**config.mk**
```make
export PLATFORM = sky130hd
export DESIGN_NAME = pwmdb_top
export DESIGN_NICKNAME = d
export VERILOG_FILES = /design/src/pwmdb_pkg.sv /design/src/pwmdb_top.sv
export SDC_FILE = /design/constraint.sdc
export NUM_CORES = 1
export LEC_CHECK = 0
export ABC_AREA = 0
export BUFFER_PORTS_ARGS = -buffer_cell sky130_fd_sc_hd__buf_2
export CAP_MARGIN = 25
export CELL_PAD_IN_SITES_DETAIL_PLACEMENT = 1
export CELL_PAD_IN_SITES_GLOBAL_PLACEMENT = 1
export CORE_UTILIZATION = 46
export CTS_CLUSTER_DIAMETER = 40
export DETAILED_ROUTE_END_ITERATION = 10
export GPL_TIMING_DRIVEN = 0
export PLACE_DENSITY = 0.84
export REMOVE_ABC_BUFFERS = 1
export SLEW_MARGIN = 0
export SYNTH_ARGS = -nofsm -noshare
export SYNTH_HDL_FRONTEND = slang
export SYNTH_SLANG_ARGS = --single-unit
```
**constraint.sdc**
```tcl
create_clock -name CLK -period 3.58 [get_ports CLK]
set_input_delay 0.358 -clock CLK [delete_from_list [all_inputs] [get_ports CLK]]
set_output_delay 0.358 -clock CLK [all_outputs]
set_load 0.02 [all_outputs]
```
**src/pwmdb_pkg.sv**
```systemverilog
// constants shared by the pwm generator with dead-band
// assumes a single 20 MHz module clock and a plain register port
package pwmdb_pkg;
   localparam int CLK_HZ = 20000000;
   // register offsets
   localparam logic [7:0] OFF_CTL = 8'h00;
   localparam logic [7:0] OFF_SYNC = 8'h04;
   localparam logic [7:0] OFF_ENABLE = 8'h08;
   localparam logic [7:0] OFF_INVERT = 8'h0c;
   localparam logic [7:0] OFF_FAULT = 8'h10;
   localparam logic [7:0] OFF_STATUS = 8'h14;
   localparam logic [7:0] OFF_LOAD = 8'h18;
   localparam logic [7:0] OFF_COUNT = 8'h1c;
   localparam logic [7:0] OFF_CMPA = 8'h20;
   localparam logic [7:0] OFF_CMPB = 8'h24;
   localparam logic [7:0] OFF_GENA = 8'h28;
   localparam logic [7:0] OFF_GENB = 8'h2c;
   localparam logic [7:0] OFF_DBCTL = 8'h30;
   localparam logic [7:0] OFF_DBRISE = 8'h34;
   localparam logic [7:0] OFF_DBFALL = 8'h38;
   localparam logic [7:0] OFF_TRIG = 8'h3c;
   // control register fields
   localparam int CTL_RUN = 0;
   localparam int CTL_UPDOWN = 1;
   localparam int CTL_SYNCMODE = 2;
   // event bit positions (trigger select, action field index)
   localparam int EV_ZERO = 0;
   localparam int EV_LOAD = 1;
   localparam int EV_AUP = 2;
   localparam int EV_ADN = 3;
   localparam int EV_BUP = 4;
   localparam int EV_BDN = 5;
   localparam int NUM_EV = 6;
   // reset values
   localparam logic [15:0] RST_WORD = 16'h0000;
   localparam logic [31:0] RST_RDATA = 32'h0000_0000;
   // two-bit action codes
   typedef enum logic [1:0] {
      PWMDB_ACT_NONE = 2'b00,
      PWMDB_ACT_TOGGLE = 2'b01,
      PWMDB_ACT_LOW = 2'b10,
      PWMDB_ACT_HIGH = 2'b11
   } pwmdb_act_t;
endpackage : pwmdb_pkg

```
**src/pwmdb_top.sv**
```systemverilog
// pwm generator: timer, two compares, event actions, dead-band, outputs
// assumes FAULT arrives asynchronously from a pin; software on CLK
module pwmdb_top #(
   parameter int CW = 16
) (
   // clock and reset
   input wire logic CLK,
   input wire logic RST_N,
   // register port
   input wire logic [7:0] ADDR,
   input wire logic [31:0] WDATA,
   input wire logic WR,
   input wire logic RD,
   output logic [31:0] RDATA,
   // pins
   input wire logic FAULT,
   output logic OUTPUT_PIN_ZERO,
   output logic OUTPUT_PIN_ONE,
   output logic ADC_TRIG
);
   import pwmdb_pkg::*;

   // -------------------------------------------------------------
   // software registers
   // -------------------------------------------------------------
   logic [2:0] ctl_q, ctl_d;
   logic [1:0] en_q, en_d, inv_q, inv_d, flt_q, flt_d;
   logic [CW-1:0] load_sh_q, load_sh_d, cmpa_sh_q, cmpa_sh_d;
   logic [CW-1:0] cmpb_sh_q, cmpb_sh_d;
   logic [CW-1:0] load_q, load_d, cmpa_q, cmpa_d, cmpb_q, cmpb_d;
   logic pend_q, pend_d, armed_q, armed_d;
   logic [11:0] gena_q, gena_d, genb_q, genb_d;
   logic db_en_q, db_en_d;
   logic [11:0] rise_q, rise_d, fall_q, fall_d;
   logic [NUM_EV-1:0] trig_sel_q, trig_sel_d;
   logic [31:0] rdata_q, rdata_d;
   logic [CW-1:0] cnt_q, cnt_d;
   logic dir_q, dir_d;
   logic fault_s1_q, fault_s2_q;
   logic sig_a_q, sig_a_d, sig_b_q, sig_b_d;
   logic [11:0] dly_a_q, dly_a_d, dly_b_q, dly_b_d;
   logic db_a_q, db_a_d, db_b_q, db_b_d, in_prev_q, in_prev_d;
   logic pin0_q, pin0_d, pin1_q, pin1_d, trig_q, trig_d;
   logic ev_zero, ev_load, m_a, m_b;
   logic [NUM_EV-1:0] ev;
   logic run, updown, fault_now;
   logic [1:0] pre_out;

   assign run = ctl_q[CTL_RUN];
   assign updown = ctl_q[CTL_UPDOWN];

   always_comb begin
      ctl_d = ctl_q;
      en_d = en_q;
      inv_d = inv_q;
      flt_d = flt_q;
      load_sh_d = load_sh_q;
      cmpa_sh_d = cmpa_sh_q;
      cmpb_sh_d = cmpb_sh_q;
      gena_d = gena_q;
      genb_d = genb_q;
      db_en_d = db_en_q;
      rise_d = rise_q;
      fall_d = fall_q;
      trig_sel_d = trig_sel_q;
      pend_d = pend_q;
      armed_d = armed_q;
      rdata_d = RST_RDATA;
      // clear first so that a write in the apply cycle stays pending
      if (pend_q && ev_zero && (!ctl_q[CTL_SYNCMODE] || armed_q)) begin
         pend_d = 1'b0;
         armed_d = 1'b0;
      end
      if (WR) begin
         if (ADDR == OFF_CTL) begin
            ctl_d = WDATA[2:0];
         end else if (ADDR == OFF_SYNC) begin
            if (WDATA[0])
               armed_d = 1'b1;
         end else if (ADDR == OFF_ENABLE) begin
            en_d = WDATA[1:0];
         end else if (ADDR == OFF_INVERT) begin
            inv_d = WDATA[1:0];
         end else if (ADDR == OFF_FAULT) begin
            flt_d = WDATA[1:0];
         end else if (ADDR == OFF_LOAD) begin
            load_sh_d = WDATA[CW-1:0];
            pend_d = 1'b1;
         end else if (ADDR == OFF_CMPA) begin
            cmpa_sh_d = WDATA[CW-1:0];
            pend_d = 1'b1;
         end else if (ADDR == OFF_CMPB) begin
            cmpb_sh_d = WDATA[CW-1:0];
            pend_d = 1'b1;
         end else if (ADDR == OFF_GENA) begin
            gena_d = WDATA[11:0];
         end else if (ADDR == OFF_GENB) begin
            genb_d = WDATA[11:0];
         end else if (ADDR == OFF_DBCTL) begin
            db_en_d = WDATA[0];
         end else if (ADDR == OFF_DBRISE) begin
            rise_d = WDATA[11:0];
         end else if (ADDR == OFF_DBFALL) begin
            fall_d = WDATA[11:0];
         end else if (ADDR == OFF_TRIG) begin
            trig_sel_d = WDATA[NUM_EV-1:0];
         end
      end
      if (RD) begin
         if (ADDR == OFF_CTL) begin
            rdata_d = {29'h0, ctl_q};
         end else if (ADDR == OFF_ENABLE) begin
            rdata_d = {30'h0, en_q};
         end else if (ADDR == OFF_INVERT) begin
            rdata_d = {30'h0, inv_q};
         end else if (ADDR == OFF_FAULT) begin
            rdata_d = {30'h0, flt_q};
         end else if (ADDR == OFF_STATUS) begin
            rdata_d = {28'h0, fault_s2_q, pend_q, armed_q, dir_q};
         end else if (ADDR == OFF_LOAD) begin
            rdata_d = {16'h0, load_sh_q};
         end else if (ADDR == OFF_COUNT) begin
            rdata_d = {16'h0, cnt_q};
         end else if (ADDR == OFF_CMPA) begin
            rdata_d = {16'h0, cmpa_sh_q};
         end else if (ADDR == OFF_CMPB) begin
            rdata_d = {16'h0, cmpb_sh_q};
         end else if (ADDR == OFF_GENA) begin
            rdata_d = {20'h0, gena_q};
         end else if (ADDR == OFF_GENB) begin
            rdata_d = {20'h0, genb_q};
         end else if (ADDR == OFF_DBCTL) begin
            rdata_d = {31'h0, db_en_q};
         end else if (ADDR == OFF_DBRISE) begin
            rdata_d = {20'h0, rise_q};
         end else if (ADDR == OFF_DBFALL) begin
            rdata_d = {20'h0, fall_q};
         end else if (ADDR == OFF_TRIG) begin
            rdata_d = {26'h0, trig_sel_q};
         end
      end
   end

   // active values take the shadows when the pending update is applied
   always_comb begin
      load_d = load_q;
      cmpa_d = cmpa_q;
      cmpb_d = cmpb_q;
      if (pend_q && ev_zero && (!ctl_q[CTL_SYNCMODE] || armed_q)) begin
         load_d = load_sh_q;
         cmpa_d = cmpa_sh_q;
         cmpb_d = cmpb_sh_q;
      end
   end

   // -------------------------------------------------------------
   // timer and events
   // -------------------------------------------------------------
   assign ev_zero = run && (cnt_q == RST_WORD);
   assign ev_load = run && (cnt_q == load_q);
   // compare above load is never reached by the count
   assign m_a = run && (cnt_q == cmpa_q) && (cmpa_q <= load_q);
   assign m_b = run && (cnt_q == cmpb_q) && (cmpb_q <= load_q);

   always_comb begin
      ev = '0;
      ev[EV_ZERO] = ev_zero;
      ev[EV_LOAD] = ev_load;
      // up matches exist only in up/down mode
      ev[EV_AUP] = m_a && dir_q && updown;
      ev[EV_ADN] = m_a && !dir_q;
      ev[EV_BUP] = m_b && dir_q && updown;
      ev[EV_BDN] = m_b && !dir_q;
   end

   always_comb begin
      cnt_d = cnt_q;
      dir_d = dir_q;
      if (!run) begin
         cnt_d = cnt_q;
      end else if (!updown) begin
         dir_d = 1'b0;
         if (cnt_q == RST_WORD)
            cnt_d = load_d;
         else
            cnt_d = cnt_q - 1'b1;
      end else begin
         if (dir_q && cnt_q >= load_q) begin
            dir_d = 1'b0;
            cnt_d = cnt_q - 1'b1;
         end else if (!dir_q && cnt_q == RST_WORD) begin
            dir_d = 1'b1;
            cnt_d = cnt_q + 1'b1;
         end else if (dir_q) begin
            cnt_d = cnt_q + 1'b1;
         end else begin
            cnt_d = cnt_q - 1'b1;
         end
         if (load_q == RST_WORD)
            cnt_d = RST_WORD;
      end
   end

   // -------------------------------------------------------------
   // signal generator
   // -------------------------------------------------------------
   function automatic logic apply_act(input logic cur,
                                      input logic [1:0] code);
      logic r;
      r = cur;
      case (pwmdb_act_t'(code))
         PWMDB_ACT_NONE: r = cur;
         PWMDB_ACT_TOGGLE: r = !cur;
         PWMDB_ACT_LOW: r = 1'b0;
         PWMDB_ACT_HIGH: r = 1'b1;
         default: r = cur;
      endcase
      return r;
   endfunction : apply_act

   // zero/load win over matches; A matches drive only signal A, B matches only signal B
   function automatic logic gen_next(input logic cur,
                                     input logic [11:0] acts,
                                     input logic [NUM_EV-1:0] e,
                                     input logic own_b);
      logic r;
      r = cur;
      if (e[EV_ZERO])
         r = apply_act(cur, acts[2*EV_ZERO +: 2]);
      else if (e[EV_LOAD])
         r = apply_act(cur, acts[2*EV_LOAD +: 2]);
      else if (!own_b && e[EV_AUP])
         r = apply_act(cur, acts[2*EV_AUP +: 2]);
      else if (!own_b && e[EV_ADN])
         r = apply_act(cur, acts[2*EV_ADN +: 2]);
      else if (own_b && e[EV_BUP])
         r = apply_act(cur, acts[2*EV_BUP +: 2]);
      else if (own_b && e[EV_BDN])
         r = apply_act(cur, acts[2*EV_BDN +: 2]);
      return r;
   endfunction : gen_next

   assign sig_a_d = gen_next(sig_a_q, gena_q, ev, 1'b0);
   assign sig_b_d = gen_next(sig_b_q, genb_q, ev, 1'b1);

   // -------------------------------------------------------------
   // dead-band
   // -------------------------------------------------------------
   always_comb begin
      in_prev_d = sig_a_q;
      db_a_d = db_a_q;
      db_b_d = db_b_q;
      dly_a_d = dly_a_q;
      dly_b_d = dly_b_q;
      if (sig_a_q) begin
         // drop the low side at once, then wait before the high side
         db_b_d = 1'b0;
         dly_b_d = '0;
         if (!in_prev_q)
            dly_a_d = '0;
         else if (dly_a_q != 12'hfff)
            dly_a_d = dly_a_q + 1'b1;
         if (in_prev_q && dly_a_q >= rise_q)
            db_a_d = 1'b1;
      end else begin
         db_a_d = 1'b0;
         dly_a_d = '0;
         if (in_prev_q)
            dly_b_d = '0;
         else if (dly_b_q != 12'hfff)
            dly_b_d = dly_b_q + 1'b1;
         if (!in_prev_q && dly_b_q >= fall_q)
            db_b_d = 1'b1;
      end
   end

   // -------------------------------------------------------------
   // output control
   // -------------------------------------------------------------
   assign fault_now = fault_s2_q;
   assign pre_out = db_en_q ? {db_b_q, db_a_q}
                            : {sig_b_q, sig_a_q};
   // inactive level is the inverted low when inversion is set
   assign pin0_d = (en_q[0] && !(flt_q[0] && fault_now) && pre_out[0])
                   ^ inv_q[0];
   assign pin1_d = (en_q[1] && !(flt_q[1] && fault_now) && pre_out[1])
                   ^ inv_q[1];
   assign trig_d = |(ev & trig_sel_q);

   always_ff @(posedge CLK) begin
      if (!RST_N) begin
         ctl_q <= 3'h0;
         en_q <= 2'h0;
         inv_q <= 2'h0;
         flt_q <= 2'h0;
         load_sh_q <= RST_WORD;
         cmpa_sh_q <= RST_WORD;
         cmpb_sh_q <= RST_WORD;
         load_q <= RST_WORD;
         cmpa_q <= RST_WORD;
         cmpb_q <= RST_WORD;
         pend_q <= 1'b0;
         armed_q <= 1'b0;
         gena_q <= 12'h000;
         genb_q <= 12'h000;
         db_en_q <= 1'b0;
         rise_q <= 12'h000;
         fall_q <= 12'h000;
         trig_sel_q <= 6'h00;
         rdata_q <= RST_RDATA;
         cnt_q <= RST_WORD;
         dir_q <= 1'b0;
         fault_s1_q <= 1'b0;
         fault_s2_q <= 1'b0;
         sig_a_q <= 1'b0;
         sig_b_q <= 1'b0;
         dly_a_q <= 12'h000;
         dly_b_q <= 12'h000;
         db_a_q <= 1'b0;
         db_b_q <= 1'b0;
         in_prev_q <= 1'b0;
         pin0_q <= 1'b0;
         pin1_q <= 1'b0;
         trig_q <= 1'b0;
      end else begin
         ctl_q <= ctl_d;
         en_q <= en_d;
         inv_q <= inv_d;
         flt_q <= flt_d;
         load_sh_q <= load_sh_d;
         cmpa_sh_q <= cmpa_sh_d;
         cmpb_sh_q <= cmpb_sh_d;
         load_q <= load_d;
         cmpa_q <= cmpa_d;
         cmpb_q <= cmpb_d;
         pend_q <= pend_d;
         armed_q <= armed_d;
         gena_q <= gena_d;
         genb_q <= genb_d;
         db_en_q <= db_en_d;
         rise_q <= rise_d;
         fall_q <= fall_d;
         trig_sel_q <= trig_sel_d;
         rdata_q <= rdata_d;
         cnt_q <= cnt_d;
         dir_q <= dir_d;
         fault_s1_q <= FAULT;
         fault_s2_q <= fault_s1_q;
         sig_a_q <= sig_a_d;
         sig_b_q <= sig_b_d;
         dly_a_q <= dly_a_d;
         dly_b_q <= dly_b_d;
         db_a_q <= db_a_d;
         db_b_q <= db_b_d;
         in_prev_q <= in_prev_d;
         pin0_q <= pin0_d;
         pin1_q <= pin1_d;
         trig_q <= trig_d;
      end
   end

   assign RDATA = rdata_q;
   assign OUTPUT_PIN_ZERO = pin0_q;
   assign OUTPUT_PIN_ONE = pin1_q;
   assign ADC_TRIG = trig_q;
endmodule : pwmdb_top

```
# Word-level counts from Yosys, hierarchy flattened
# Index checks and enable logic that the tools add are counted.
# totals
out_inout_bits,35
wordCells,243
reg_bits,245
# op_classes
n_addsub,4
muxes,57
n_eq_ne,53
reduce_logical,70
n_bitwise,18
order_cmp,5
# ops
operator,n
16-bit two-way mux,11
"8-bit by 6-bit equality test with 1-bit output, second input constant",8
12-bit two-way mux,5
16-bit equality test,3
"2-bit equality test, second input constant",16
"8-bit by 5-bit equality test with 1-bit output, second input constant",4
16-bit <= comparator,2
16-bit logical NOT,2
1-bit two-way mux,26
"12-bit by 1-bit adder with 12-bit output, second input constant",2
12-bit >= comparator,2
1-bit logical AND,24
"12-bit != test, second input constant",2
1-bit one-hot mux with 3 select lines,8
"16-bit by 1-bit adder with 16-bit output, second input constant",1
"2-bit by 1-bit equality test with 1-bit output, second input constant",8
"8-bit by 4-bit equality test with 1-bit output, second input constant",2
16-bit >= comparator,1
2-bit logical NOT,8
"4-bit != test, second input constant",4
16-bit OR reduction,1
"16-bit by 1-bit subtractor with 16-bit output, second input constant",1
1-bit NOT,15
15-bit AND reduction,1
31 further kinds,50

# Longest topological paths before layout
# logic_depth
word_depth,16
mapped_depth,12
mapped_depth_nobuf,10

# Worst setup path after synthesis
# Ideal clock, no wire load.
# synth_path
path_kind,reg2reg
from,register cnt_q[0]
to,register cnt_q[7]
path_stages_with_launch,13
t_arrival_ps,2869
path_slack_ps,587
setup_ps,124
required_time_ps,3456
period_less_slack_ps,2993
path_cell_list,dfxtp_1 > clkbuf_1 > inv_1 > ha_1 > nand2b_1 > a2111oi_0 > nor4_2 > nor3_2 > a21oi_4 > buf_6 > mux2i_1 > mux2i_1 > o21ai_0
# synth_via
elab_chain_len,7
word_cells_on_any_way,16
classes_between,2 x add/sub; 1 x order compare; 7 x mux; 6 x reduce/logical
# synth_rtl
element,line,source
from (decl),pwmdb_top.sv:37,"logic [CW-1:0] cnt_q, cnt_d;"
from (signal assigned),pwmdb_top.sv:345,cnt_q <= cnt_d;
"parallel branches: the longest is 6 deep, another holds 16-bit by 1-bit subtractor with 16-bit output",--,
16-bit two-way mux *,pwmdb_top.sv:181,end else if (!updown) begin
# Every way passes the cells marked *.
# A chain may end at the register's enable or synchronous reset.

# Worst setup path after layout
# layout_path
from,register cnt_q[7]
to,register cnt_q[6]
# layout_via
elab_chain_len,7
word_cells_on_any_way,13
classes_between,1 x order compare; 6 x mux; 6 x reduce/logical
# layout_rtl
element,line
"parallel branches: the longest is 6 deep, another holds 16-bit >= comparator",--
16-bit two-way mux *,pwmdb_top.sv:181
# Marked as above.

==> impl_metrics.tcl <==
set metrics [dict create \
    busiest_layer "met2" \
    core.rowCount 60 \
    ant_nets 0 \
    worst-path-buf-inv 0 \
    post-place-ws_ns -0.195 \
    finalCritPeriodShare_pct 97.5 \
    leakagePower_nw 5.60 \
    io_pins 80 \
    routed_wl_mm 45.8 \
    finish.instance_area_mm2 0.0148 \
    gp_routability_congestion 0.904 \
    dpl.cell_count 1995 \
    grt_pass1_vias 12800 \
    overflow 0 \
    antenna_cells 0 \
    area_growth_syn_to_layout_pct 14.2 \
    required_ns 3.95 \
    grt_pass1_wl_mm 70.8 \
    whs_ns 0.0684 \
    power.density_mw_per_mm2 442 \
    setup_viol 0 \
    route.detailed.drc 0 \
    yosys.area.top_type "dfxtp_1" \
    irDropWorstVdd_v 0.000298 \
    cts_tree "yes" \
    grt_util_met1_pct 42.2 \
    cap_violations 0 \
    yosysTopAreaCellShare_pct 35.5 \
    yosysMostFrequentCell "nand2_1" \
    fillers 3341 \
    netlist_instances 1666 \
    dp_hpwl_mm 31.4 \
    crit_top_cell "mux2i_1" \
    met3_usage_pct 5.32 \
    yosysSeqAreaShare_pct 35.5 \
    layout.nets 1789 \
    slowest_delay_ns 0.85 \
    synthDistinctLibCells 66 \
    grt_max_degree 101 \
    crit_path_cell_trace "ha_1, nand2_1, or4_1, nor4_2, nor3_4, a21oi_4, mux2i_1, mux2i_1, o221ai_1" \
    cp-start-kind "flip-flop" \
    synth_flop_cell "dfxtp_1" \
    clock_latency_ns 0.53 \
    critPathMaxFanout 16 \
    h-tree-depth 2 \
    finalPower_mw 6.51 \
    fin_crit_ns 3.49 \
    wl_per_cell_um 22.2 \
    hold_class "primary input to flip-flop" \
    tightest_slew_ns 1.08 \
    cts_buffer_depth 3 \
    final_layout_size_suffix_gt1_share_pct 9.80 \
    setup_slack_ns 0.0890 \
    cts_sinks 229 \
    fmax_mhz 286 \
    antenna_found_initial 0 \
    start_util_pct 47.4 \
    hold_violations 0 \
    yosys_warnings 0 \
    via_count 12500 \
    syn_area_mm2 0.0129 \
    dpl_cell_area_mm2 0.0134 \
    slowest_stage "dfxtp_1" \
    core_area_mm2 0.0273 \
    maxSlewHeadroom_pct 27.8 \
    syn_area_per_cell_um2 7.76 \
    die-height_um 170 \
    outcome "finished, final reports clean" \
    critical_path.top_delay_family "simple AND/OR/NAND/NOR gates" \
    die_area_mm2 0.0288 \
    track_usage_pct 31.7 \
    drt-initial-drc-count 1033 \
    viasPerCell 6.07 \
    ys_top_cells_by_area "dfxtp_1 (35%), nand2_1 (9.4%), a21oi_1 (7.8%)" \
    clock_skew_ns 0.0108 \
    hold_buffers 0 \
    clk_pin_slew_ns 0.05 \
    cts_buffers 38 \
    synth_edf_count 0 \
    die_w_um 170 \
    cp-end-kind "flip-flop" \
    io_buffers 47 \
    use_met2_pct 51.2 \
    crit_type "flip-flop to flip-flop" \
    layoutNonFillerInstCount 2066 \
    yosys-top-cells-count "nand2_1 (322), dfxtp_1 (229), a21oi_1 (202), nor2_1 (138), clkbuf_1 (94)" \
    synthArstFlopShare_pct 0 \
    maxSlewViolCount 0 \
    first_pass_iters 5 \
    synth-seq-cells 229 \
    root_buffer "clkbuf_16" \
    arrival_ns 3.86 \
]
-- area by class of cell --
class                           count  area [µm²]  share of cell area (%)
Tap cell                          372         465                    3.15
Multi-Input combinational cell   1273        7680                    52.1
Timing Repair Buffer               70         523                    3.55
Sequential cell                   229        4590                    31.1
Clock inverter                     17         243                    1.65
Clock buffer                       50        1040                    7.02
Inverter                           55         211                    1.43
-- path summary, 6_finish.rpt --
kind	startpoint	depth (start not counted)	slack, ns	endpoint
worst min-delay path	FAULT	2	0.07	fault_s1_q$_SDFF_PN0_
worst max register to register	cnt_q[7]$_SDFFE_PN0P_	9	0.09	cnt_q[6]$_SDFFE_PN0P_
worst max-delay path	cnt_q[7]$_SDFFE_PN0P_	9	0.09	cnt_q[6]$_SDFFE_PN0P_
worst min register to register	fault_s1_q$_SDFF_PN0_	1	0.47	fault_now$_SDFF_PN0_
-- repair_timing --
item | CTS | global route
setup buffers | 2 | 0
pin swaps | 1 | 1
hold endpoints to repair | 0 | 0
gates resized for setup | 1 | 6
endpoints found under the setup margin | 13 | 15
-- metal layers --
metal | vias up | share of wire, %
met1 | 6177 | 45
met2 | 462 | 45
li1 | 5788 | -
met3 | 109 | 6.7
met5 | - | 0
met4 | 0 | 3.4
-- flip-flops by register name, summed over array words and instances, names as in the netlist, 16 cells and up --
register and flops:
cmpa_sh_q 16, cmpb_sh_q 16, load_sh_q 16, RDATA 16
load_q 16, cmpa_q 16, cnt_q 16, cmpb_q 16
-- report_power, final --
part | internal (mW) | switching, mW
logic | 0.0555 | 0.162
clock network | 2.40 | 1.32
registers | 2.56 | 0.0129
total | 5.02 | 1.50
-- cells in the final DEF, fill, tap and decap left out, types with 6 or more instances in the layout --
cell,Yosys,final
and3_1,11,11
nor3_1,29,26
a21o_1,9,9
nor4_1,18,17
buf_6,3,8
conb_1,1,16
a221o_1,10,10
or2_2,6,6
a32oi_1,8,8
xnor2_1,28,28
clkbuf_1,94,8
or3_1,7,6
a221oi_1,10,10
xor2_1,42,42
nand2_1,322,322
mux2i_1,77,77
a31oi_1,6,6
a21oi_1,202,202
clkbuf_16,0,38
nor2b_1,13,13
dfxtp_1,229,224
nor2_1,138,135
buf_4,16,7
o21ai_0,69,69
buf_2,10,47
inv_1,54,53
nand2b_1,11,11
nand3_1,37,37
nand4_1,28,28
ha_1,77,77
buf_8,0,6
a211oi_1,19,19
-- per-stage QoR --
stage	utilization [%]	setup TNS [ns]
finish	54.1	0
global route	54.1	-0.0230
CTS	54.0	0
detailed placement	49.2	-1.28
global placement	48.1	-384.41
floorplan	-	-21.36
-- cells by family after synthesis --
group,after synthesis,share of synthesized area [%]
buffers and inverters,179,5.94
multiplexers,81,6.31
flip-flops,229,35.5
AND/OR/NAND/NOR,643,22.1
other,1,0.0290
XOR/XNOR,70,4.75
adder cells (fa/ha/maj),77,7.46
AO/OA/AOI/OAI,386,17.9
Power figures use the tool's default switching activity.
